`src/rtl/gli_pkg.sv`:
```
// Purpose: Constants for the bus listener interface block.
// Assumes: One clock domain; register selects follow the read/write line and two address bits.
// Notes: Bus bytes are compared on their low seven bits.
package gli_pkg;
   localparam logic [2:0] SEL_STATE = 3'h0;
   localparam logic [2:0] SEL_CMD = 3'h1;
   localparam logic [2:0] SEL_CAUSE = 3'h2;
   localparam logic [2:0] SEL_DIN = 3'h3;
   localparam logic [2:0] SEL_CTRL = 3'h5;
   localparam logic [2:0] SEL_POLL = 3'h6;
   localparam logic [2:0] SEL_DOUT = 3'h7;
   localparam int ST_LISTEN = 0;
   localparam int ST_TALK = 1;
   localparam int ST_SPOLL = 2;
   localparam int ST_REMOTE = 3;
   localparam int ST_SRQ = 4;
   localparam int CAUSE_DATA = 0;
   localparam int CAUSE_CMD = 1;
   localparam int CAUSE_TXDONE = 2;
   localparam int CTRL_LOCAL = 0;
   localparam int CTRL_UNADDR = 1;
   localparam int CTRL_EOM = 2;
   localparam int POLL_SRQ = 6;
   localparam logic [7:0] RST_BYTE = 8'h00;
   localparam logic [7:0] RST_CTRL = 8'hFF;
   localparam logic [3:0] RST_CODE = 4'h0;
   localparam logic [6:0] BUS_UNL = 7'h3F;
   localparam logic [1:0] BUS_LAG = 2'h1;
   localparam logic [1:0] BUS_TAG = 2'h2;
   localparam logic [6:0] BUS_SPE = 7'h18;
   localparam logic [6:0] BUS_SPD = 7'h19;
   localparam logic [6:0] BUS_LLO = 7'h11;
   localparam logic [6:0] BUS_DCL = 7'h14;
   localparam logic [6:0] BUS_GTL = 7'h01;
   localparam logic [6:0] BUS_SDC = 7'h04;
   localparam logic [6:0] BUS_GET = 7'h08;
   localparam logic [3:0] CODE_LLO = 4'h1;
   localparam logic [3:0] CODE_DCL = 4'h9;
   localparam logic [3:0] CODE_GTL = 4'h2;
   localparam logic [3:0] CODE_SDC = 4'hA;
   localparam logic [3:0] CODE_GET = 4'h6;
   localparam logic [7:0] BYTE_LF = 8'h0A;
   localparam logic [1:0] DAV_DELAY = 2'h2;
   localparam int BUF_WIDTH = 8;
endpackage : gli_pkg

```
`src/rtl/gli_byte_buffer.sv`:
```
// Purpose: Two-entry buffer between processor writes and the source handshake.
// Assumes: Same clock as its producer and consumer.
// Notes: Head data come straight from a register.
module gli_byte_buffer (
   input wire logic clk,
   input wire logic srst,
   input wire logic inValid,
   output logic inReady,
   input wire logic [gli_pkg::BUF_WIDTH-1:0] inData,
   output logic outValid,
   input wire logic outReady,
   output logic [gli_pkg::BUF_WIDTH-1:0] outData
);
   typedef struct packed {
      logic [gli_pkg::BUF_WIDTH-1:0] head;
      logic [gli_pkg::BUF_WIDTH-1:0] tail;
      logic [1:0] count;
   } glb_state_s;
   glb_state_s buf_ff;
   glb_state_s nxt_buf;
   logic push;
   logic pop;

   assign inReady = (buf_ff.count != 2'h2);
   assign outValid = (buf_ff.count != 2'h0);
   assign outData = buf_ff.head;
   assign push = inValid && inReady;
   assign pop = outValid && outReady;

   always_comb begin
      nxt_buf = buf_ff;
      if (pop) begin
         nxt_buf.head = buf_ff.tail;
      end
      if (push) begin
         if (buf_ff.count == 2'h0 || (buf_ff.count == 2'h1 && pop)) begin
            nxt_buf.head = inData;
         end else begin
            nxt_buf.tail = inData;
         end
      end
      nxt_buf.count = buf_ff.count + {1'b0, push} - {1'b0, pop};
   end

   always_ff @(posedge clk) begin
      if (srst) begin
         buf_ff <= '0;
      end else begin
         buf_ff <= nxt_buf;
      end
   end
endmodule : gli_byte_buffer

```
`src/rtl/gli_listener_interface.sv`:
```
// Purpose: Instrument side bus interface with processor registers and both handshakes.
// Assumes: Bus pins are asynchronous and pass two flip-flops; processor signals share clk.
// Notes: Open-drain DAV and data pins are split into level, value and active-low enable; EOI into value and enable.
module gli_listener_interface (
   input wire logic clk,
   input wire logic srst,
   input wire logic ifChipSel,
   input wire logic phase2Active,
   input wire logic lowAddrBit0,
   input wire logic lowAddrBit1,
   input wire logic readWriteLine,
   input wire logic [7:0] cpuWrData,
   output logic [7:0] cpuRdData,
   output logic txReady,
   output logic processorIrqN,
   input wire logic [4:0] ownAddress,
   input wire logic attentionActiveLow,
   input wire logic validActiveLowIn,
   output logic validActiveLowOut,
   output logic validOeN,
   input wire logic [7:0] dioIn,
   output logic [7:0] dioOut,
   output logic dioOeN,
   output logic eoiOut,
   output logic eoiOeN,
   output logic acceptedActiveHigh,
   output logic readyForByteActiveHigh,
   input wire logic peerAccepted,
   input wire logic peerReady
);
   typedef enum logic [1:0] {A_IDLE, A_CONF, A_STRB, A_ACC} gli_acc_e;
   typedef enum logic [1:0] {T_IDLE, T_GAP, T_RFD, T_DAV} gli_tx_e;
   typedef struct packed {
      gli_acc_e accSt;
      gli_tx_e txSt;
      logic [1:0] txCnt;
      logic listen;
      logic talk;
      logic spoll;
      logic remote;
      logic srqFlag;
      logic dataAvail;
      logic cmdPend;
      logic irqFlag;
      logic txDone;
      logic rfdHold;
      logic accPrev;
      logic davOut;
      logic eoiOn;
      logic driveOn;
      logic [7:0] dinReg;
      logic [7:0] pollReg;
      logic [7:0] ctrlReg;
      logic [7:0] rdData;
      logic [7:0] dioOutReg;
      logic [3:0] cmdCode;
      logic [7:0] dioS1;
      logic [7:0] dioS2;
      logic attnS1;
      logic attnS2;
      logic davS1;
      logic davS2;
      logic pAccS1;
      logic pAccS2;
      logic pRdyS1;
      logic pRdyS2;
   } gli_state_s;

   gli_state_s st_ff;
   gli_state_s nxt_st;
   logic access;
   logic accessPulse;
   logic [7:0] sel;
   logic [7:0] ctrlRise;
   logic bufValid;
   logic bufPop;
   logic bufPush;
   logic [7:0] bufData;
   logic attnOn;
   logic accEnable;
   logic txEnable;
   logic [6:0] busByte;

   ////////////////////////////////////////////////////////////////////////////////
   // Register select decode. Each access acts once, on its first phase-2 clock.

   assign access = ifChipSel && phase2Active;
   assign accessPulse = access && !st_ff.accPrev;

   generate
      for (genvar i = 0; i < 8; i++) begin : g_sel
         assign sel[i] = accessPulse && ({readWriteLine, lowAddrBit1, lowAddrBit0} == 3'(i));
      end
   endgenerate

   assign ctrlRise = (sel[gli_pkg::SEL_CTRL]) ? (cpuWrData & ~st_ff.ctrlReg) : 8'h00;
   assign attnOn = !st_ff.attnS2;
   assign accEnable = attnOn || st_ff.listen;
   assign txEnable = st_ff.talk && !attnOn;
   assign busByte = st_ff.dioS2[6:0];
   assign bufPush = sel[gli_pkg::SEL_DOUT] && !st_ff.spoll;

   ////////////////////////////////////////////////////////////////////////////////
   // Outgoing byte buffer. A full buffer shows on txReady and the write is dropped.

   gli_byte_buffer u_txbuf (
      .clk(clk),
      .srst(srst),
      .inValid(bufPush),
      .inReady(txReady),
      .inData(cpuWrData),
      .outValid(bufValid),
      .outReady(bufPop),
      .outData(bufData)
   );

   assign bufPop = (st_ff.txSt == T_DAV) && st_ff.pAccS2 && txEnable;

   ////////////////////////////////////////////////////////////////////////////////
   // Next state.

   always_comb begin
      nxt_st = st_ff;
      nxt_st.dioS1 = dioIn;
      nxt_st.dioS2 = st_ff.dioS1;
      nxt_st.attnS1 = attentionActiveLow;
      nxt_st.attnS2 = st_ff.attnS1;
      nxt_st.davS1 = validActiveLowIn;
      nxt_st.davS2 = st_ff.davS1;
      nxt_st.pAccS1 = peerAccepted;
      nxt_st.pAccS2 = st_ff.pAccS1;
      nxt_st.pRdyS1 = peerReady;
      nxt_st.pRdyS2 = st_ff.pRdyS1;
      nxt_st.accPrev = access;

      // Processor reads capture data; clears come before hardware sets so a set wins.
      if (sel[gli_pkg::SEL_STATE]) begin
         nxt_st.rdData = {3'h0, st_ff.srqFlag, st_ff.remote, st_ff.spoll, st_ff.talk, st_ff.listen};
      end
      if (sel[gli_pkg::SEL_CMD]) begin
         nxt_st.rdData = {4'h0, st_ff.cmdCode};
         nxt_st.cmdPend = 1'b0;
      end
      if (sel[gli_pkg::SEL_CAUSE]) begin
         nxt_st.rdData = {5'h00, st_ff.txDone, st_ff.cmdPend, st_ff.dataAvail};
         nxt_st.irqFlag = 1'b0;
      end
      if (sel[gli_pkg::SEL_DIN]) begin
         nxt_st.rdData = st_ff.dinReg;
         nxt_st.dataAvail = 1'b0;
         nxt_st.rfdHold = 1'b0;
      end
      if (sel[gli_pkg::SEL_CTRL]) begin
         nxt_st.ctrlReg = cpuWrData;
      end
      if (sel[gli_pkg::SEL_POLL]) begin
         nxt_st.pollReg = cpuWrData;
         nxt_st.srqFlag = cpuWrData[gli_pkg::POLL_SRQ];
      end
      if (bufPush) begin
         nxt_st.txDone = 1'b0;
      end
      if (ctrlRise[gli_pkg::CTRL_LOCAL]) begin
         nxt_st.remote = 1'b0;
      end
      if (ctrlRise[gli_pkg::CTRL_UNADDR]) begin
         nxt_st.spoll = 1'b0;
         nxt_st.talk = 1'b0;
         nxt_st.listen = 1'b0;
      end

      // Acceptor handshake. DAV is confirmed on two edges to reject a glitch.
      case (st_ff.accSt)
         A_IDLE: begin
            if (accEnable && !st_ff.davS2 && !st_ff.rfdHold) begin
               nxt_st.accSt = A_CONF;
            end
         end
         A_CONF: begin
            nxt_st.accSt = (!st_ff.davS2 && accEnable) ? A_STRB : A_IDLE;
         end
         A_STRB: begin
            nxt_st.accSt = A_ACC;
            if (attnOn) begin
               if (busByte == gli_pkg::BUS_UNL) begin
                  nxt_st.listen = 1'b0;
               end else if (busByte[6:5] == gli_pkg::BUS_LAG && busByte[4:0] == ownAddress) begin
                  nxt_st.listen = 1'b1;
                  nxt_st.remote = 1'b1;
               end else if (busByte[6:5] == gli_pkg::BUS_TAG) begin
                  nxt_st.talk = (busByte[4:0] == ownAddress);
               end else if (busByte == gli_pkg::BUS_SPE) begin
                  nxt_st.spoll = 1'b1;
               end else if (busByte == gli_pkg::BUS_SPD) begin
                  nxt_st.spoll = 1'b0;
               end else if (busByte == gli_pkg::BUS_LLO || busByte == gli_pkg::BUS_DCL ||
                            (st_ff.listen && (busByte == gli_pkg::BUS_GTL ||
                             busByte == gli_pkg::BUS_SDC || busByte == gli_pkg::BUS_GET))) begin
                  nxt_st.cmdPend = 1'b1;
                  nxt_st.irqFlag = 1'b1;
                  case (busByte)
                     gli_pkg::BUS_LLO: nxt_st.cmdCode = gli_pkg::CODE_LLO;
                     gli_pkg::BUS_DCL: nxt_st.cmdCode = gli_pkg::CODE_DCL;
                     gli_pkg::BUS_GTL: nxt_st.cmdCode = gli_pkg::CODE_GTL;
                     gli_pkg::BUS_SDC: nxt_st.cmdCode = gli_pkg::CODE_SDC;
                     default: nxt_st.cmdCode = gli_pkg::CODE_GET;
                  endcase
               end
            end else if (st_ff.listen) begin
               nxt_st.dinReg = st_ff.dioS2;
               nxt_st.dataAvail = 1'b1;
               nxt_st.irqFlag = 1'b1;
               nxt_st.rfdHold = 1'b1;
            end
         end
         A_ACC: begin
            if (st_ff.davS2) begin
               nxt_st.accSt = A_IDLE;
            end
         end
         default: nxt_st.accSt = A_IDLE;
      endcase

      // Source handshake. Leaving talk or seeing ATN drops DAV and the drivers at once.
      nxt_st.eoiOn = 1'b0;
      if (!txEnable) begin
         nxt_st.txSt = T_IDLE;
         nxt_st.davOut = 1'b0;
      end else begin
         case (st_ff.txSt)
            T_IDLE: begin
               if (bufValid) begin
                  nxt_st.txSt = T_GAP;
                  nxt_st.txCnt = 2'h1;
               end
            end
            T_GAP: begin
               nxt_st.txCnt = st_ff.txCnt + 2'h1;
               if (st_ff.txCnt >= gli_pkg::DAV_DELAY - 2'h1) begin
                  nxt_st.txSt = T_RFD;
               end
            end
            T_RFD: begin
               if (st_ff.pRdyS2) begin
                  nxt_st.txSt = T_DAV;
                  nxt_st.davOut = 1'b1;
               end
            end
            T_DAV: begin
               if (st_ff.pAccS2) begin
                  nxt_st.txSt = T_IDLE;
                  nxt_st.davOut = 1'b0;
                  nxt_st.txDone = 1'b1;
               end
            end
            default: nxt_st.txSt = T_IDLE;
         endcase
      end
      if (nxt_st.davOut && !st_ff.ctrlReg[gli_pkg::CTRL_EOM] && bufData == gli_pkg::BYTE_LF) begin
         nxt_st.eoiOn = 1'b1;
      end

      // Data lines carry the poll byte in poll mode, otherwise the buffer head.
      nxt_st.driveOn = txEnable && (st_ff.spoll || nxt_st.txSt != T_IDLE);
      nxt_st.dioOutReg = st_ff.spoll ? st_ff.pollReg : bufData;
   end

   ////////////////////////////////////////////////////////////////////////////////
   // State register.

   always_ff @(posedge clk) begin
      if (srst) begin
         st_ff <= '0;
         st_ff.accSt <= A_IDLE;
         st_ff.txSt <= T_IDLE;
         st_ff.dinReg <= gli_pkg::RST_BYTE;
         st_ff.pollReg <= gli_pkg::RST_BYTE;
         st_ff.ctrlReg <= gli_pkg::RST_CTRL;
         st_ff.cmdCode <= gli_pkg::RST_CODE;
         st_ff.txDone <= 1'b1;
         st_ff.attnS1 <= 1'b1;
         st_ff.attnS2 <= 1'b1;
         st_ff.davS1 <= 1'b1;
         st_ff.davS2 <= 1'b1;
      end else begin
         st_ff <= nxt_st;
      end
   end

   ////////////////////////////////////////////////////////////////////////////////
   // Outputs.

   assign cpuRdData = st_ff.rdData;
   assign processorIrqN = !st_ff.irqFlag;
   assign acceptedActiveHigh = (st_ff.accSt == A_ACC);
   assign readyForByteActiveHigh = !st_ff.rfdHold && (st_ff.accSt == A_IDLE);
   assign validActiveLowOut = 1'b0;
   assign validOeN = !st_ff.davOut;
   assign dioOut = st_ff.dioOutReg;
   assign dioOeN = !st_ff.driveOn;
   assign eoiOut = 1'b0;
   assign eoiOeN = !st_ff.eoiOn;
endmodule : gli_listener_interface

```
`config.mk`:
```
export PLATFORM = sky130hd
export DESIGN_NAME = gli_listener_interface
export DESIGN_NICKNAME = d
export VERILOG_FILES = /design/src/rtl/gli_pkg.sv /design/src/rtl/gli_byte_buffer.sv /design/src/rtl/gli_listener_interface.sv
export SDC_FILE = /design/constraint.sdc
export NUM_CORES = 1
export LEC_CHECK = 0
export ABC_AREA = 1
export BUFFER_PORTS_ARGS = -buffer_cell sky130_fd_sc_hd__clkbuf_2
export CORE_ASPECT_RATIO = 1.25
export CORE_UTILIZATION = 35
export DETAILED_ROUTE_END_ITERATION = 12
export PLACE_DENSITY = 0.59
export RECOVER_POWER = 25
export SYNTH_ARGS = -nofsm -noshare
export SYNTH_HDL_FRONTEND = slang
export SYNTH_SLANG_ARGS = --single-unit
```
`constraint.sdc`:
```
create_clock -name clk -period 1.61 [get_ports clk]
set_clock_uncertainty 0.05 [all_clocks]
set_input_delay 0 -clock clk [delete_from_list [all_inputs] [get_ports clk]]
set_output_delay 0 -clock clk [all_outputs]
set_load 0.02 [all_outputs]
```
# Yosys cells after proc, flatten, opt, wreduce, memory -nomap -nowiden
# Cells that the tools add are included.
[op_classes]
add_sub_neg = 3
order_cmp = 1
n_eq_ne = 29
mux = 63
n_bitwise = 9
n_reduce_logical = 54
[ops]
columns = ["op", "n"]
rows = [
  ["two-way mux 8 bit", 8],
  ["two-way mux 2 bit", 15],
  ["== test 7 x 5 -> 1 bit, second input constant", 4],
  ["two-way mux 1 bit", 28],
  ["logical AND 1 bit", 24],
  ["two-way mux 16 bit", 1],
  ["case mux 2 bit (4 select lines)", 2],
  ["case mux 4 bit (4 select lines)", 1],
  ["two-way mux 4 bit", 3],
  ["== test 2 bit, second input constant", 5],
  ["logical NOT 1 bit", 10],
  ["== test 3 bit, second input constant", 3],
  ["two-way mux 3 bit", 3],
  ["== test 2 x 1 -> 1 bit, second input constant", 4],
  ["== test 8 x 4 -> 1 bit, second input constant", 1],
  ["AND reduction 8 bit", 1],
  ["== test 7 x 1 -> 1 bit, second input constant", 1],
  ["== test 7 x 3 -> 1 bit, second input constant", 1],
  ["== test 7 x 4 -> 1 bit, second input constant", 1],
  ["== test 7 x 6 -> 1 bit, second input constant", 1],
  ["logical OR 1 bit", 7],
  ["inverter 1 bit", 7],
  ["== test 3 x 2 -> 1 bit, second input constant", 2],
  ["logical NOT 2 bit", 3],
  ["other kinds (17)", 23],
]
[word_totals]
regBits = 101
in_bits = 32
out_inout_bits = 25

# Longest topological paths before layout
[depth]
ltp_word = 13
depth_mapped = 11
ltp_nobuf = 10

# Hierarchy
# From an unflattened synthesis, not the netlist that was laid out.
[hier_totals]
cells_unflattened = 631
area_unflattened_um2 = 4496.8
[by_module_without_submodules]
columns = ["module", "n_inst", "cells_per_inst", "area_per_inst_um2", "seq_area_each_um2"]
rows = [
  ["gli_listener_interface", 1, 479, 3492.1, 1641.6],
  ["gli_byte_buffer", 1, 152, 1004.7, 360.3],
]

# Worst setup path before layout
# Ideal clock, no wire load.
[synth_path]
kind = "reg2reg"
start = "register u_txbuf.buf_ff[1] (netlist name)"
end = "register u_txbuf.buf_ff[1] (netlist name)"
t_arrival_ns = 1.550
required_time_ns = 1.433
path_slack_ns = -0.116
path_stages_with_launch = 11
path_buffers = 0
cell_sequence = "dfxtp_1 -> nor2_1 -> inv_2 -> nand3_2 -> inv_1 -> ha_1 -> inv_1 -> ha_1 -> xor2_1 -> o21ai_0 -> a21oi_1"
[synth_between]
elab_chain_cells = 4
[synth_rtl]
columns = ["item", "line", "source"]
rows = [
  ["start: declaration", "gli_byte_buffer.sv:19", "glb_state_s buf_ff;"],
  ["start signal: assignment", "gli_byte_buffer.sv:49", "buf_ff <= nxt_buf;"],
  ["inequality test 2 bit", "gli_byte_buffer.sv:24", "assign inReady = (buf_ff.count != 2'h2);"],
  ["logical AND 1 bit", "gli_byte_buffer.sv:27", "assign push = inValid && inReady;"],
  ["adder 2 x 1 -> 2 bit", "gli_byte_buffer.sv:42", "nxt_buf.count = buf_ff.count + {1'b0, push} - {1'b0, pop};"],
  ["subtractor 2 x 1 -> 2 bit (*)", "gli_byte_buffer.sv:42", ""],
]
# Mark *: on every way between the ends. The rest lies on a longest branch, timed or not.
# A chain may end at the register's enable or synchronous reset.

# Final worst setup path
[layout_path]
start = "register u_txbuf.buf_ff[0] (netlist name)"
end = "register u_txbuf.buf_ff[1] (netlist name)"
# Same word-level chain as after synthesis.

==> flow_summary.toml <==
[pwr]
seqPwrFrac = 0.503
peakVddDrop_mv = 0.609
power.share.clock = 0.433
power.density_nw_per_um2 = 947
comb_power_share = 0.065
switchingPower_w = 0.00111
intPower_w = 0.00396
swShare = 0.218
p_leak_nw = 2.41

[timing]
period_needed_ps = 1560
fin_crit_sh = 0.972
setup_ws_ps = 45.2
slew_violations = 0
max_freq_mhz = 639
hold_viol = 0
rsz0062_at_grt = "yes"
setup_viol = 0
whs_ps = 60.2

[floorplanning]
core.rowCount = 44
dieArea_um2 = 12700
die_w_um = 101
die_y_um = 126
core_um2 = 11700
initial_core_util = 0.364
io_pins = 57

[synth]
synth_seq_cells = 100
yosysUniqueCellTypes = 36
synth_top_family_by_area = "simple AND/OR/NAND/NOR gates"
netlist_area_um2 = 4270
synth_commonest_cells = "100 x dfxtp_1, 94 x nor2_1, 88 x nand2_1"
synth_adder_area_share = 0.00879
synth.most_common_cell = "dfxtp_1"
synth-edff-count = 0
synth_compound_area_frac = 0.139
yosys.area_share.simple = 0.244
synth-xor-area-share = 0.0103
yosysWarnings = 0
synth_flop_cell = "dfxtp_1"
syn_avg_cell_area_um2 = 7.42
netlist_top_cells_area = "dfxtp_1 47%, nor2_1 8.3%, nand2_1 7.7%"
synthArstFlopShare = 0
synth_cells = 576
ys_seq_area_frac = 0.469
synth_area_leader_cell = "dfxtp_1"
synth_mux_area_frac = 0
synth_top_area_frac = 0.469

[flow_run]
maxCapViolCount = 0

[route]
num_vias = 3707
drt-wirelength-per-cell_um = 11.9
dr.pass1.iters = 4
postRouteAntennaNets = 0
route.detailed.drc = 0
dr.first_iter.drc_count = 163
avgViaCountPerCell = 4.49
finalWirelength_um = 9840

[worst_setup_path]
critPathLaunchType = "register"
cp_cell_sequence = "nor2_4 > inv_2 > nand3_4 > inv_4 > ha_4 > inv_4 > ha_4 > xor2_2 > o21ai_1 > a21oi_1"
crit_family = "adder cells"
crit_fanout = 3
endpoint_kind = "register"
crit_buf_inv = 3
cp_data_required_time_ps = 1830
crit_type = "reg2reg"
critPathArrivalTime_ps = 1780
slowest_stage = "dfxtp_2"
slowest_delay_ps = 340

[global_route]
grt_pass1_vias = 3517
grt_pass1_wl_um = 16400
grt_overflow_total = 0
grtUsageMet1 = 0.191
grtUsageMet3 = 0.0464
grt_start_max_net_pins = 56
grt-busiest-layer = "met2"
antenna_found_initial = 0
grtUsageTotal = 0.166
use_met2 = 0.286

[placed_design]
portBuffers = 54
dp_hpwl_um = 7070
routabilityCongestion = 0.871
place_ws_ps = -31.9
dp_cells = 778
dpl_cell_area_um2 = 4740

[final_layout]
layout-drive-gt1-share = 0.182
area_growth_pct = 25.2
diodes = 0
final_util = 0.456
nets = 694
final_cells = 825
design_area_um2 = 5350

[clock_tree]
cts_htree_levels = 3
cts_made_buffers = 9
clock_latency_ps = 350
cts_sinks = 100
cts-root-buf = "clkbuf_16"
cts_tree = "yes"
clk_pin_slew_ps = 70
clockBufferDepth = 2

[run_status]
status = "finished clean"

[hold_path]
hold_path.class = "in2reg"
-- repair_timing --
action / CTS / global route
pin swaps: 1 / 7
gates cloned: 0 / 0
hold buffers: 23 / 0
endpoints found under the hold margin: 45 / 0
setup buffers: 0 / 8
endpoints found under the setup margin: 2 / 15
resized for setup: 4 / 9
-- worst paths after layout --
kind / start / endpoint / slack (ps) / cells after the start
hold reg to reg: nxt_st[10] / busByte[2] / 350 / 2
setup reg to reg: u_txbuf.buf_ff[0] / u_txbuf.buf_ff[1] / 50 / 10
setup / recovery: u_txbuf.buf_ff[0] / u_txbuf.buf_ff[1] / 50 / 10
hold / removal: lowAddrBit1 / cpuRdData[3] / 60 / 4
-- state kept, by name, summed over array words and instances, names as in the netlist, named ones only --
signal	flops
nxt_st	12
dioOut	8
u_txbuf.buf_ff	10
cpuRdData	8
u_txbuf.outData	8
busByte	7
st_ff	46
-- kinds of logic (layout without fill, tap and decap cells) --
logic type | after synthesis | count (layout)
xor+xnor | 5 | 5
compound gates | 111 | 111
buf+inv | 120 | 207
simple gates | 236 | 236
flops | 100 | 100
fa+ha+maj | 3 | 3
other cells | 1 | 2
-- worst register-to-register path: stages, from the launching register on --
cell     delay (ps)
dfxtp_2         340
nor2_4          110
inv_2            50
nand3_4          90
inv_4            50
ha_4            270
inv_4            30
ha_4            150
xor2_2          140
o21ai_1          70
a21oi_1         140
-- layer usage --
layer / up-vias / wire, um
met5: - / 0
met4: 0 / 290
met3: 17 / 378
met2: 77 / 4940
met1: 1644 / 4220
li1: 1969 / -
-- cell type report --
type	instances	area, um^2
repair buffers	105	717
clock buffers	13	260
inverters	86	330
flip-flops and latches	100	2010
multi-input cells	357	1780
fillers	1177	6380
well taps	161	201
clock inverters	3	43.8
-- placed cells by master, fill, tap and decap left out, drive strengths merged, types with 4 or more instances in the layout --
| cell | synthesis | routed |
|---|---|---|
| nor2 | 101 | 101 |
| dfxtp | 100 | 100 |
| nand2 | 91 | 91 |
| inv | 84 | 85 |
| clkbuf | 11 | 67 |
| o21ai | 50 | 50 |
| a21oi | 49 | 49 |
| buf | 23 | 28 |
| dlygate4sd3 | 0 | 23 |
| nand3 | 21 | 21 |
| nor3 | 6 | 6 |
| nand4 | 6 | 6 |
| o211ai | 6 | 6 |
| or2 | 5 | 5 |
| xnor2 | 4 | 4 |
-- power by group through the flow --
| stage | registers (W) | clock network, W | logic, W |
|---|---|---|---|
| after global routing | 0.00255 | 0.00236 | 0.000367 |
| after global placement | 0.00260 | 0 | 0.000279 |
| after detailed placement | 0.00260 | 0 | 0.000283 |
| after floorplan | 0.00259 | 0 | 0.000186 |
| final | 0.00254 | 0.00219 | 0.000327 |
| after CTS | 0.00255 | 0.00225 | 0.000328 |
-- through the flow --
stage | total power [W] | TNS, ps
after floorplan | 0.00278 | -35.6
after global placement | 0.00288 | 0
after detailed placement | 0.00288 | -35.9
after CTS | 0.00513 | 0
after global routing | 0.00528 | -56.3
final | 0.00506 | 0
(Power assumes the default switching activity.)
